<file path="src/bfle_pkg.sv">
// Purpose: shared constants and types of the bit, flag and load executor
// Assumes: 8-bit registers held as 16 register pairs
// Notes:   flag positions follow the status byte layout I T H S V N Z C
package bfle_pkg;

	// ****************************************************************
	// status flag positions
	// ****************************************************************
	localparam int unsigned FLAG_C = 0;
	localparam int unsigned FLAG_Z = 1;
	localparam int unsigned FLAG_N = 2;
	localparam int unsigned FLAG_V = 3;
	localparam int unsigned FLAG_S = 4;
	localparam int unsigned FLAG_H = 5;
	localparam int unsigned FLAG_T = 6;
	localparam int unsigned FLAG_I = 7;

	// ****************************************************************
	// reset values and register layout
	// ****************************************************************
	localparam logic [15:0] PC_RST    = 16'h0000;
	localparam logic [7:0]  FLAGS_RST = 8'h00;
	localparam logic [15:0] PTR_RST   = 16'h0000;
	localparam logic [15:0] WORD_RST  = 16'h0000;
	localparam logic [7:0]  BYTE_RST  = 8'h00;
	localparam int unsigned RF_PAIRS  = 16;
	localparam logic [3:0]  PAIR_X    = 4'hD;
	localparam logic [3:0]  PAIR_Y    = 4'hE;

	// ****************************************************************
	// decoded operations
	// ****************************************************************
	typedef enum logic [4:0] {
		OP_NOP,
		OP_BR_IRQ_ON,
		OP_BR_IRQ_OFF,
		OP_BR_FLAG_SET,
		OP_BR_FLAG_CLR,
		OP_IO_BIT_SET,
		OP_IO_BIT_CLEAR,
		OP_SHL,
		OP_SHR,
		OP_ROT_LEFT,
		OP_ROT_RIGHT,
		OP_SHR_ARITH,
		OP_SWAP,
		OP_FLAG_SET,
		OP_FLAG_CLR,
		OP_BIT_TO_T,
		OP_T_TO_BIT,
		OP_REG_COPY,
		OP_PAIR_COPY,
		OP_LOAD_CONST,
		OP_LOAD_X,
		OP_LOAD_X_INC,
		OP_LOAD_X_DEC,
		OP_LOAD_Y,
		OP_LOAD_Y_INC,
		OP_LOAD_Y_DEC
	} bfle_op_t;

endpackage : bfle_pkg

</file>
<file path="src/bfle_rf_if.sv">
// Purpose: carrier between the executor and its register-pair memory
// Assumes: one byte-enabled write and two registered reads per cycle
// Notes:   even register sits in the low byte of a pair
`timescale 1ns/10ps
`default_nettype none

interface bfle_rf_if;
	logic [3:0]  ra_pair;
	logic [3:0]  rb_pair;
	logic [15:0] ra_data;
	logic [15:0] rb_data;
	logic        we_lo;
	logic        we_hi;
	logic [3:0]  wpair;
	logic [15:0] wword;

	modport core (
		output ra_pair, rb_pair, we_lo, we_hi, wpair, wword,
		input  ra_data, rb_data
	);
	modport mem (
		input  ra_pair, rb_pair, we_lo, we_hi, wpair, wword,
		output ra_data, rb_data
	);
endinterface : bfle_rf_if

`default_nettype wire

</file>
<file path="src/bfle_regfile.sv">
// Purpose: working registers as 16 pairs, two registered read ports
// Assumes: read during write returns the old contents
// Notes:   the executor forwards the last write itself
`timescale 1ns/10ps
`default_nettype none

module bfle_regfile (
	input  wire logic clk_sys,
	input  wire logic rst,
	bfle_rf_if.mem    rf
);
	import bfle_pkg::*;

	logic [15:0] mem_q [RF_PAIRS];

	// ****************************************************************
	// write port
	// ****************************************************************
	always_ff @(posedge clk_sys) begin
		if (rf.we_lo) begin
			mem_q[rf.wpair][7:0] <= rf.wword[7:0];
		end
		if (rf.we_hi) begin
			mem_q[rf.wpair][15:8] <= rf.wword[15:8];
		end
	end

	// ****************************************************************
	// registered read ports
	// ****************************************************************
	always_ff @(posedge clk_sys or posedge rst) begin
		if (rst) begin
			rf.ra_data <= WORD_RST;
			rf.rb_data <= WORD_RST;
		end else begin
			rf.ra_data <= mem_q[rf.ra_pair];
			rf.rb_data <= mem_q[rf.rb_pair];
		end
	end
endmodule : bfle_regfile

`default_nettype wire

</file>
<file path="src/bfle_exec.sv">
// Purpose: executes branch, bit, shift, flag and pointer-load operations
// Assumes: decoded stream on clk_sys; I/O and data memory answer one cycle after strobe
// Notes:   I/O space must give write-first data when read and write meet
//
// Decided for this implementation: the register offsets and the address-and-strobe port.
`timescale 1ns/10ps
`default_nettype none

// Operation
// - branch_irq_on jumps to pc+k+1 when I is one, flags untouched
// - branch_irq_off jumps to pc+k+1 when I is zero, else falls through
// - io_bit_set and io_bit_clear force one I/O bit, two cycles, no flags
// - shift left: zero into bit 0, updates Z C N V, one cycle
// - shift right: zero into bit 7, updates Z C N V, one cycle
// - rotate left: old carry into bit 0, bit 7 into carry
// - rotate right: old carry into bit 7, bit 0 into carry
// - arithmetic shift right keeps bit 7, updates Z C N V
// - flag set and clear touch only the named flag, one cycle
// - chosen source bit copied into T, no other flag changes
// - T copied into chosen destination bit, flags unchanged
// - load via X then X plus one, two cycles, no flags
// - X minus one first, then load via new X, two cycles
// - load via Y then Y plus one, two cycles, no flags
// - Y minus one first, then load via new Y, two cycles
// - flag branch jumps to pc+k+1 when flag matches, else falls through
module bfle_exec (
	input  wire logic              clk_sys,
	input  wire logic              rst,
	input  wire logic              instr_valid,
	input  wire bfle_pkg::bfle_op_t instr_op,
	input  wire logic [4:0]        instr_rd,
	input  wire logic [4:0]        instr_rr,
	input  wire logic [2:0]        instr_bit,
	input  wire logic [7:0]        instr_imm,
	input  wire logic [6:0]        instr_k,
	input  wire logic [4:0]        instr_io,
	output logic                   instr_ready_q,
	output logic [15:0]            pc_q,
	output logic [7:0]             status_flags_q,
	output logic [4:0]             io_addr_q,
	output logic [7:0]             io_wdata_q,
	output logic                   io_we_q,
	output logic                   io_re_q,
	input  wire logic [7:0]        io_rdata,
	output logic [15:0]            dm_addr_q,
	output logic                   dm_re_q,
	input  wire logic [7:0]        dm_rdata
);
	import bfle_pkg::*;

	// ****************************************************************
	// declarations
	// ****************************************************************
	logic        acc;
	logic        io_op;
	logic        take;
	logic [15:0] k_ext;
	logic        e_valid_q;
	bfle_op_t    e_op_q;
	logic [4:0]  e_rd_q;
	logic [4:0]  e_rr_q;
	logic [2:0]  e_bit_q;
	logic [7:0]  e_imm_q;
	logic        fw_valid_q;
	logic [3:0]  fw_pair_q;
	logic        fw_lo_q;
	logic        fw_hi_q;
	logic [15:0] fw_word_q;
	logic [15:0] xptr_q;
	logic [15:0] yptr_q;
	logic [15:0] pa;
	logic [15:0] pb;
	logic [7:0]  opa;
	logic [7:0]  opb;
	logic [7:0]  res_e;
	logic        carry_e;
	logic        shift_e;
	logic        wr_e;
	logic        pair_e;
	logic [7:0]  flags_e;
	logic        wr_en;
	logic [3:0]  wr_pair;
	logic        wr_lo;
	logic        wr_hi;
	logic [15:0] wr_word;
	logic [15:0] x_base;
	logic [15:0] y_base;
	logic [15:0] ptr_base;
	logic [15:0] load_addr;
	logic [15:0] ptr_new;
	logic [4:0]  load_rd_q;
	logic        load_done_q;
	logic        io_done_q;
	logic [2:0]  io_bit_q;
	logic        io_set_q;

	bfle_rf_if rf ();

	bfle_regfile bfle_regfile_inst (
		.clk_sys (clk_sys),
		.rst     (rst),
		.rf      (rf)
	);

	// ****************************************************************
	// decode helpers
	// ****************************************************************
	function automatic logic [7:0] bit_mask(input logic [2:0] b);
		bit_mask = 8'h01 << b;
	endfunction : bit_mask

	function automatic logic [15:0] merge(input logic [15:0] old, input logic lo,
		input logic hi, input logic [15:0] w);
		merge = {hi ? w[15:8] : old[15:8], lo ? w[7:0] : old[7:0]};
	endfunction : merge

	function automatic logic is_load(input bfle_op_t op);
		is_load = op inside {OP_LOAD_X, OP_LOAD_X_INC, OP_LOAD_X_DEC,
			OP_LOAD_Y, OP_LOAD_Y_INC, OP_LOAD_Y_DEC};
	endfunction : is_load

	function automatic logic is_post(input bfle_op_t op);
		is_post = op inside {OP_LOAD_X_INC, OP_LOAD_Y_INC};
	endfunction : is_post

	function automatic logic is_pre(input bfle_op_t op);
		is_pre = op inside {OP_LOAD_X_DEC, OP_LOAD_Y_DEC};
	endfunction : is_pre

	function automatic logic is_ymode(input bfle_op_t op);
		is_ymode = op inside {OP_LOAD_Y, OP_LOAD_Y_INC, OP_LOAD_Y_DEC};
	endfunction : is_ymode

	function automatic logic [15:0] fwd_pair(input logic [3:0] p, input logic [15:0] d);
		if (p == PAIR_X) begin
			fwd_pair = xptr_q;
		end else if (p == PAIR_Y) begin
			fwd_pair = yptr_q;
		end else if (fw_valid_q && fw_pair_q == p) begin
			fwd_pair = merge(d, fw_lo_q, fw_hi_q, fw_word_q);
		end else begin
			fwd_pair = d;
		end
	endfunction : fwd_pair

	assign acc   = instr_valid && instr_ready_q;
	assign io_op = (instr_op == OP_IO_BIT_SET) || (instr_op == OP_IO_BIT_CLEAR);
	assign k_ext = {{9{instr_k[6]}}, instr_k};

	// ****************************************************************
	// execute stage register
	// ****************************************************************
	always_ff @(posedge clk_sys or posedge rst) begin
		if (rst) begin
			e_valid_q <= 1'b0;
			e_op_q    <= OP_NOP;
			e_rd_q    <= 5'h00;
			e_rr_q    <= 5'h00;
			e_bit_q   <= 3'h0;
			e_imm_q   <= BYTE_RST;
		end else begin
			e_valid_q <= acc;
			if (acc) begin
				e_op_q  <= instr_op;
				e_rd_q  <= instr_rd;
				e_rr_q  <= instr_rr;
				e_bit_q <= instr_bit;
				e_imm_q <= instr_imm;
			end
		end
	end

	// ****************************************************************
	// operands with forwarding
	// ****************************************************************
	assign rf.ra_pair = instr_rd[4:1];
	assign rf.rb_pair = instr_rr[4:1];
	// process form so that the pointer and forward registers read inside are watched
	always_comb begin
		pa = fwd_pair(e_rd_q[4:1], rf.ra_data);
		pb = fwd_pair(e_rr_q[4:1], rf.rb_data);
	end
	assign opa = e_rd_q[0] ? pa[15:8] : pa[7:0];
	assign opb = e_rr_q[0] ? pb[15:8] : pb[7:0];

	// ****************************************************************
	// single-cycle operations
	// ****************************************************************
	always_comb begin
		res_e   = opa;
		carry_e = 1'b0;
		shift_e = 1'b0;
		wr_e    = 1'b0;
		pair_e  = 1'b0;
		flags_e = status_flags_q;
		if (e_valid_q) begin
			case (e_op_q)
				OP_SHL: begin
					res_e   = {opa[6:0], 1'b0};
					carry_e = opa[7];
					shift_e = 1'b1;
				end
				OP_SHR: begin
					res_e   = {1'b0, opa[7:1]};
					carry_e = opa[0];
					shift_e = 1'b1;
				end
				OP_ROT_LEFT: begin
					res_e   = {opa[6:0], status_flags_q[FLAG_C]};
					carry_e = opa[7];
					shift_e = 1'b1;
				end
				OP_ROT_RIGHT: begin
					res_e   = {status_flags_q[FLAG_C], opa[7:1]};
					carry_e = opa[0];
					shift_e = 1'b1;
				end
				OP_SHR_ARITH: begin
					res_e   = {opa[7], opa[7:1]};
					carry_e = opa[0];
					shift_e = 1'b1;
				end
				OP_SWAP: begin
					res_e = {opa[3:0], opa[7:4]};
					wr_e  = 1'b1;
				end
				OP_REG_COPY: begin
					res_e = opb;
					wr_e  = 1'b1;
				end
				OP_LOAD_CONST: begin
					res_e = e_imm_q;
					wr_e  = 1'b1;
				end
				OP_PAIR_COPY: begin
					wr_e   = 1'b1;
					pair_e = 1'b1;
				end
				OP_T_TO_BIT: begin
					res_e = status_flags_q[FLAG_T] ? (opa | bit_mask(e_bit_q))
						: (opa & ~bit_mask(e_bit_q));
					wr_e  = 1'b1;
				end
				OP_BIT_TO_T: flags_e[FLAG_T] = |(opb & bit_mask(e_bit_q));
				OP_FLAG_SET: flags_e = status_flags_q | bit_mask(e_bit_q);
				OP_FLAG_CLR: flags_e = status_flags_q & ~bit_mask(e_bit_q);
				default: res_e = opa;
			endcase
		end
		if (shift_e) begin
			wr_e            = 1'b1;
			flags_e[FLAG_N] = res_e[7];
			flags_e[FLAG_Z] = (res_e == 8'h00);
			flags_e[FLAG_C] = carry_e;
			flags_e[FLAG_V] = res_e[7] ^ carry_e;
		end
	end

	// ****************************************************************
	// register write port
	// ****************************************************************
	always_comb begin
		wr_en   = wr_e;
		wr_pair = e_rd_q[4:1];
		wr_lo   = ~e_rd_q[0];
		wr_hi   = e_rd_q[0];
		wr_word = {res_e, res_e};
		if (pair_e) begin
			wr_word = pb;
			wr_lo   = 1'b1;
			wr_hi   = 1'b1;
		end
		if (load_done_q) begin
			wr_en   = 1'b1;
			wr_pair = load_rd_q[4:1];
			wr_lo   = ~load_rd_q[0];
			wr_hi   = load_rd_q[0];
			wr_word = {dm_rdata, dm_rdata};
		end
	end

	assign rf.we_lo = wr_en && wr_lo;
	assign rf.we_hi = wr_en && wr_hi;
	assign rf.wpair = wr_pair;
	assign rf.wword = wr_word;

	always_ff @(posedge clk_sys or posedge rst) begin
		if (rst) begin
			fw_valid_q <= 1'b0;
			fw_pair_q  <= 4'h0;
			fw_lo_q    <= 1'b0;
			fw_hi_q    <= 1'b0;
			fw_word_q  <= WORD_RST;
		end else begin
			fw_valid_q <= wr_en;
			fw_pair_q  <= wr_pair;
			fw_lo_q    <= wr_lo;
			fw_hi_q    <= wr_hi;
			fw_word_q  <= wr_word;
		end
	end

	// ****************************************************************
	// flags, branches and program counter
	// ****************************************************************
	always_ff @(posedge clk_sys or posedge rst) begin
		if (rst) begin
			status_flags_q <= FLAGS_RST;
		end else begin
			status_flags_q <= flags_e;
		end
	end

	always_comb begin
		case (instr_op)
			OP_BR_IRQ_ON: take = flags_e[FLAG_I];
			OP_BR_IRQ_OFF: take = ~flags_e[FLAG_I];
			OP_BR_FLAG_SET: take = flags_e[instr_bit];
			OP_BR_FLAG_CLR: take = ~flags_e[instr_bit];
			default: take = 1'b0;
		endcase
	end

	always_ff @(posedge clk_sys or posedge rst) begin
		if (rst) begin
			pc_q          <= PC_RST;
			instr_ready_q <= 1'b0;
		end else if (acc) begin
			pc_q          <= take ? pc_q + 16'h0001 + k_ext : pc_q + 16'h0001;
			instr_ready_q <= !(take || io_op || is_load(instr_op));
		end else begin
			instr_ready_q <= 1'b1;
		end
	end

	// ****************************************************************
	// pointer loads
	// ****************************************************************
	assign x_base   = (wr_en && wr_pair == PAIR_X) ? merge(xptr_q, wr_lo, wr_hi, wr_word) : xptr_q;
	assign y_base   = (wr_en && wr_pair == PAIR_Y) ? merge(yptr_q, wr_lo, wr_hi, wr_word) : yptr_q;
	assign ptr_base = is_ymode(instr_op) ? y_base : x_base;
	assign load_addr = is_pre(instr_op) ? ptr_base - 16'h0001 : ptr_base;
	assign ptr_new   = is_post(instr_op) ? ptr_base + 16'h0001 : load_addr;

	always_ff @(posedge clk_sys or posedge rst) begin
		if (rst) begin
			xptr_q <= PTR_RST;
			yptr_q <= PTR_RST;
		end else begin
			xptr_q <= (acc && is_load(instr_op) && !is_ymode(instr_op)) ? ptr_new : x_base;
			yptr_q <= (acc && is_load(instr_op) && is_ymode(instr_op)) ? ptr_new : y_base;
		end
	end

	always_ff @(posedge clk_sys or posedge rst) begin
		if (rst) begin
			dm_re_q   <= 1'b0;
			dm_addr_q <= PTR_RST;
			load_rd_q   <= 5'h00;
			load_done_q <= 1'b0;
		end else begin
			dm_re_q     <= acc && is_load(instr_op);
			load_done_q <= dm_re_q;
			if (acc && is_load(instr_op)) begin
				dm_addr_q <= load_addr;
				load_rd_q <= instr_rd;
			end
		end
	end

	// ****************************************************************
	// I/O bit read-modify-write
	// ****************************************************************
	always_ff @(posedge clk_sys or posedge rst) begin
		if (rst) begin
			io_re_q    <= 1'b0;
			io_done_q  <= 1'b0;
			io_we_q    <= 1'b0;
			io_addr_q  <= 5'h00;
			io_wdata_q <= BYTE_RST;
			io_bit_q   <= 3'h0;
			io_set_q   <= 1'b0;
		end else begin
			io_re_q   <= acc && io_op;
			io_done_q <= io_re_q;
			io_we_q   <= io_done_q;
			if (acc && io_op) begin
				io_addr_q <= instr_io;
				io_bit_q  <= instr_bit;
				io_set_q  <= (instr_op == OP_IO_BIT_SET);
			end
			if (io_done_q) begin
				io_wdata_q <= io_set_q ? (io_rdata | bit_mask(io_bit_q))
					: (io_rdata & ~bit_mask(io_bit_q));
			end
		end
	end
endmodule : bfle_exec

`default_nettype wire

</file>
<file path="config.mk">
export PLATFORM = sky130hd
export DESIGN_NAME = bfle_exec
export DESIGN_NICKNAME = d
export VERILOG_FILES = /design/src/bfle_pkg.sv /design/src/bfle_rf_if.sv /design/src/bfle_regfile.sv /design/src/bfle_exec.sv
export SDC_FILE = /design/constraint.sdc
export NUM_CORES = 1
export LEC_CHECK = 0
export BUFFER_PORTS_ARGS = -buffer_cell sky130_fd_sc_hd__buf_2
export CORE_ASPECT_RATIO = 2
export CORE_UTILIZATION = 45
export DETAILED_ROUTE_END_ITERATION = 8
export GPL_TIMING_DRIVEN = 0
export PLACE_DENSITY = 0.61
export SLEW_MARGIN = 40
export SYNTH_ARGS = -nofsm -noshare
export SYNTH_HDL_FRONTEND = slang
export SYNTH_HIERARCHICAL = 1
export SYNTH_SLANG_ARGS = --single-unit
</file>
<file path="constraint.sdc">
create_clock -name clk_sys -period 5.8 [get_ports clk_sys]
set_input_delay 1.16 -clock clk_sys [delete_from_list [all_inputs] [get_ports clk_sys]]
set_output_delay 1.16 -clock clk_sys [all_outputs]
set_load 0.02 [all_outputs]
</file>
==> impl_metrics.toml <==
[place]
pre_cts_ws_ps = -928
hpwl_um = 79200
place_congestion = 1.06
placement.io_buffers = 112

[die]
start_util = 0.457
design.core.area_mm2 = 0.0536
die_h_um = 332
die-area_mm2 = 0.0554
core.rowCount = 120
ios = 114
die_w_um = 167

[worst_setup_path]
path_max_fanout = 10
worstPathRequired_ps = 6230
critPathKind = "flop to flop"
end_kind = "flop"
start_kind = "flop"
critPathArrivalTime_ps = 6170

[sta]
tns_ps = 0
hold_viol = 0
skew_ps = 43.0
tightest_slew_ps = 1020
slew-limit-headroom = 0.316
final.min_clock_period_ps = 5740
slew_viol_final = 0
period_share = 0.989
setup_viol = 0
clock.fmax_mhz = 174
setup_slack_ps = 62.4
whs_ps = 374

[route]
drt_first_iter_violations = 1560
drt-total-wl_um = 101000
via_per_inst = 6.54
firstDrtPassIters = 5
postRouteAntennaNets = 0
drc = 0
vias = 19600
wl_per_cell_um = 33.8

[clock_tree]
htreeDepth = 2
clock-root-buffer = "clkbuf_16"
clk_pin_slew_ps = 70
numCtsBuffers = 42
clockBufferDepth = 3
cts_tree = "done"
cts_sinks = 438
clock_latency_ps = 600

[cells_and_area]
drive_gt1_frac = 0.204
fin_util = 0.522
fillers = 4761
multi_input_area_mm2 = 0.0118
seqCellArea_mm2 = 0.0122
syn_to_final_growth_pct = 14.3
nNetsFinal = 2363

[synth]
synth_xor_area_frac = 0.0246
syn_nets = 2193
yosys.area.top_type = "edfxtp_1"
synthArstFlopShare = 0.416
ys_ff_latch = 438
yosys.area_share.adder = 0.0100
synth_area_leaders = "edfxtp_1, dfrtp_1, mux4_2, nand2_1, mux2i_1"
yosys_warnings = 6
synth_top_family_by_area = "multiplexers"
synthMuxAreaShare = 0.151
syn_area_mm2 = 0.0245
ys.flop_type = "edfxtp_1"
synth_edf_count = 256
yosysTopAreaCellShare = 0.314
synth_cell_types = 102
synth_compound_area_frac = 0.149
synth-seq-area-share = 0.500
yosys.area_share.simple = 0.130
syn_area_per_cell_um2 = 11.6
synthCells = 2117

[global_routing]
antenna_found_initial = 9
grt_overflow_total = 0
grtUsageTotal = 0.372
grt_pass1_vias = 20200
grt_util_met3 = 0.0777
met2_usage = 0.678
met1_usage = 0.320
busiest_layer = "met2"
grt_first_pass_wirelength_um = 144000
grt_start_max_net_pins = 74

[power_and_ir_drop]
powerDensity_mw_per_mm2 = 382
vdd_drop_max_mv = 0.322
power_mw = 10.7
p_leak_nw = 10.4

[status]
status = "finished, final reports clean"

[flow_run]
drv_cap = 0

[worst_hold_path]
min_path_type = "flop to flop"
==> synthesized netlist by cell type (13+ instances only) <==
cell / count
o211ai_1: 14
a21oi_1: 78
mux4_2: 105
a21o_1: 16
a22oi_1: 81
a211oi_1: 21
nor3_1: 35
buf_2: 20
mux2i_1: 61
o22ai_1: 33
a31oi_1: 15
nor3b_1: 14
nand2b_1: 27
dfrtp_1: 182
and3_1: 17
xor2_1: 20
and2_1: 15
edfxtp_1: 256
ha_1: 18
or2_2: 13
xnor2_1: 47
nand3_1: 43
nor2_1: 130
nand2_1: 291
o21ai_0: 111
nor2b_1: 13
mux4_1: 20
inv_1: 56
clkbuf_1: 93
==> what timing repair did <==
| item | in CTS | in global routing |
|---|---|---|
| setup buffers | 3 | 5 |
| resized for setup | 24 | 48 |
| endpoints found under the setup margin | 36 | 46 |
| pin swaps | 3 | 5 |
| hold buffers | 0 | 0 |
==> registers in the layout, summed over array words and instances, names as in the netlist, 8 cells and up <==
| register | count |
|---|---|
| e_imm_q | 8 |
| dm_addr_q | 16 |
| io_wdata_q | 8 |
| xptr_q | 16 |
| bfle_regfile_inst/mem_q | 256 |
| status_flags_q | 8 |
| yptr_q | 16 |
| bfle_regfile_inst/rf.ra_data | 16 |
| pc_q | 16 |
| fw_word_q | 16 |
| bfle_regfile_inst/rf.rb_data | 16 |
==> path summary, 6_finish.rpt <==
kind / slack, ps / end / start / depth (start not counted)
min in group asynchronous: 470 / fw_word_q[9] / rst / 2
min reg2reg: 370 / load_done_q / dm_re_q / 0
min: 370 / load_done_q / dm_re_q / 0
max: 60 / yptr_q[14] / e_rr_q[1] / 17
max in group asynchronous: 4590 / bfle_regfile_inst/rf.ra_data[7] / rst / 2
max reg2reg: 60 / yptr_q[14] / e_rr_q[1] / 17
==> cell type report <==
class / instances / share of cell area
clock buffers: 62 / 0.0421
repair buffers: 129 / 0.0268
inverters: 58 / 0.00805
diodes: 4 / 0.000358
well taps: 671 / 0.0300
flip-flops and latches: 438 / 0.438
multi-input cells: 1481 / 0.423
plain buffers: 137 / 0.0239
clock inverters: 13 / 0.00738
==> layer usage <==
| metal | vias to the layer above | wire length [um] |
|---|---|---|
| li1 | 8474 | - |
| met1 | 9692 | 29200 |
| met2 | 960 | 53200 |
| met3 | 438 | 5430 |
| met4 | 8 | 13100 |
| met5 | - | 55 |
==> power breakdown <==
part           leakage (nW)  internal, mW  total [mW]  switching (mW)
Combinational          5.21          1.19        3.57            2.38
Clock                 0.661          1.60        2.86            1.26
Sequential             4.54          3.83        4.24           0.414
Total                  10.4          6.61        10.7            4.06
==> worst max-delay path, stage by stage (launching register included) <==
cell and delay, ps:
dfrtp_1 480, clkbuf_4 310, nand2b_1 190, buf_2 180, clkbuf_2 240, o22ai_1 530, a32oi_1 140, o311ai_0 170
nor4b_1 450, a41oi_1 440, a21oi_1 390, a21o_1 270, o21ai_0 160, mux2i_1 760, and4bb_2 370, a21oi_1 60
xnor2_1 290, o21ai_0 140
==> stage by stage <==
| stage | instances | area, um^2 |
|---|---|---|
| finish | 2993 | 28000 |
| global route | 2989 | 28000 |
| CTS | 2985 | 27700 |
| detailed placement | 2908 | 26200 |
| global placement | 2900 | 25900 |
| floorplan | 2117 | 24500 |
==> kinds of logic (layout without fill, tap and decap cells) <==
logic type / count (synthesis) / count (layout)
xor gates and xnor gates: 68 / 68
other: 0 / 4
buffers and inverters: 198 / 399
muxes: 199 / 199
and+or+nand+nor: 670 / 670
adders and majority gates: 19 / 19
DFF: 438 / 438
AOI/OAI and AO/OA: 525 / 525
==> cell usage in the layout, fill, tap and decap left out, types with 17 or more instances in the layout <==
cell type  netlist  final
nand2_1        291    291
edfxtp_1       256    256
dfrtp_1        182    182
buf_2           20    133
mux4_2         105    105
o21ai_0        111    104
nor2_1         130     98
clkbuf_1        93     96
a22oi_1         81     80
a21oi_1         78     74
mux2i_1         61     59
inv_1           56     54
xnor2_1         47     45
clkbuf_16        0     43
nand3_1         43     42
nor2_2           1     32
nor3_1          35     31
nand2b_1        27     26
o22ai_1         33     25
buf_4           10     22
xor2_1          20     20
mux4_1          20     20
a211oi_1        21     18
ha_1            18     18
and3_1          17     17
Note: power is estimated with default switching activity, not from simulation.
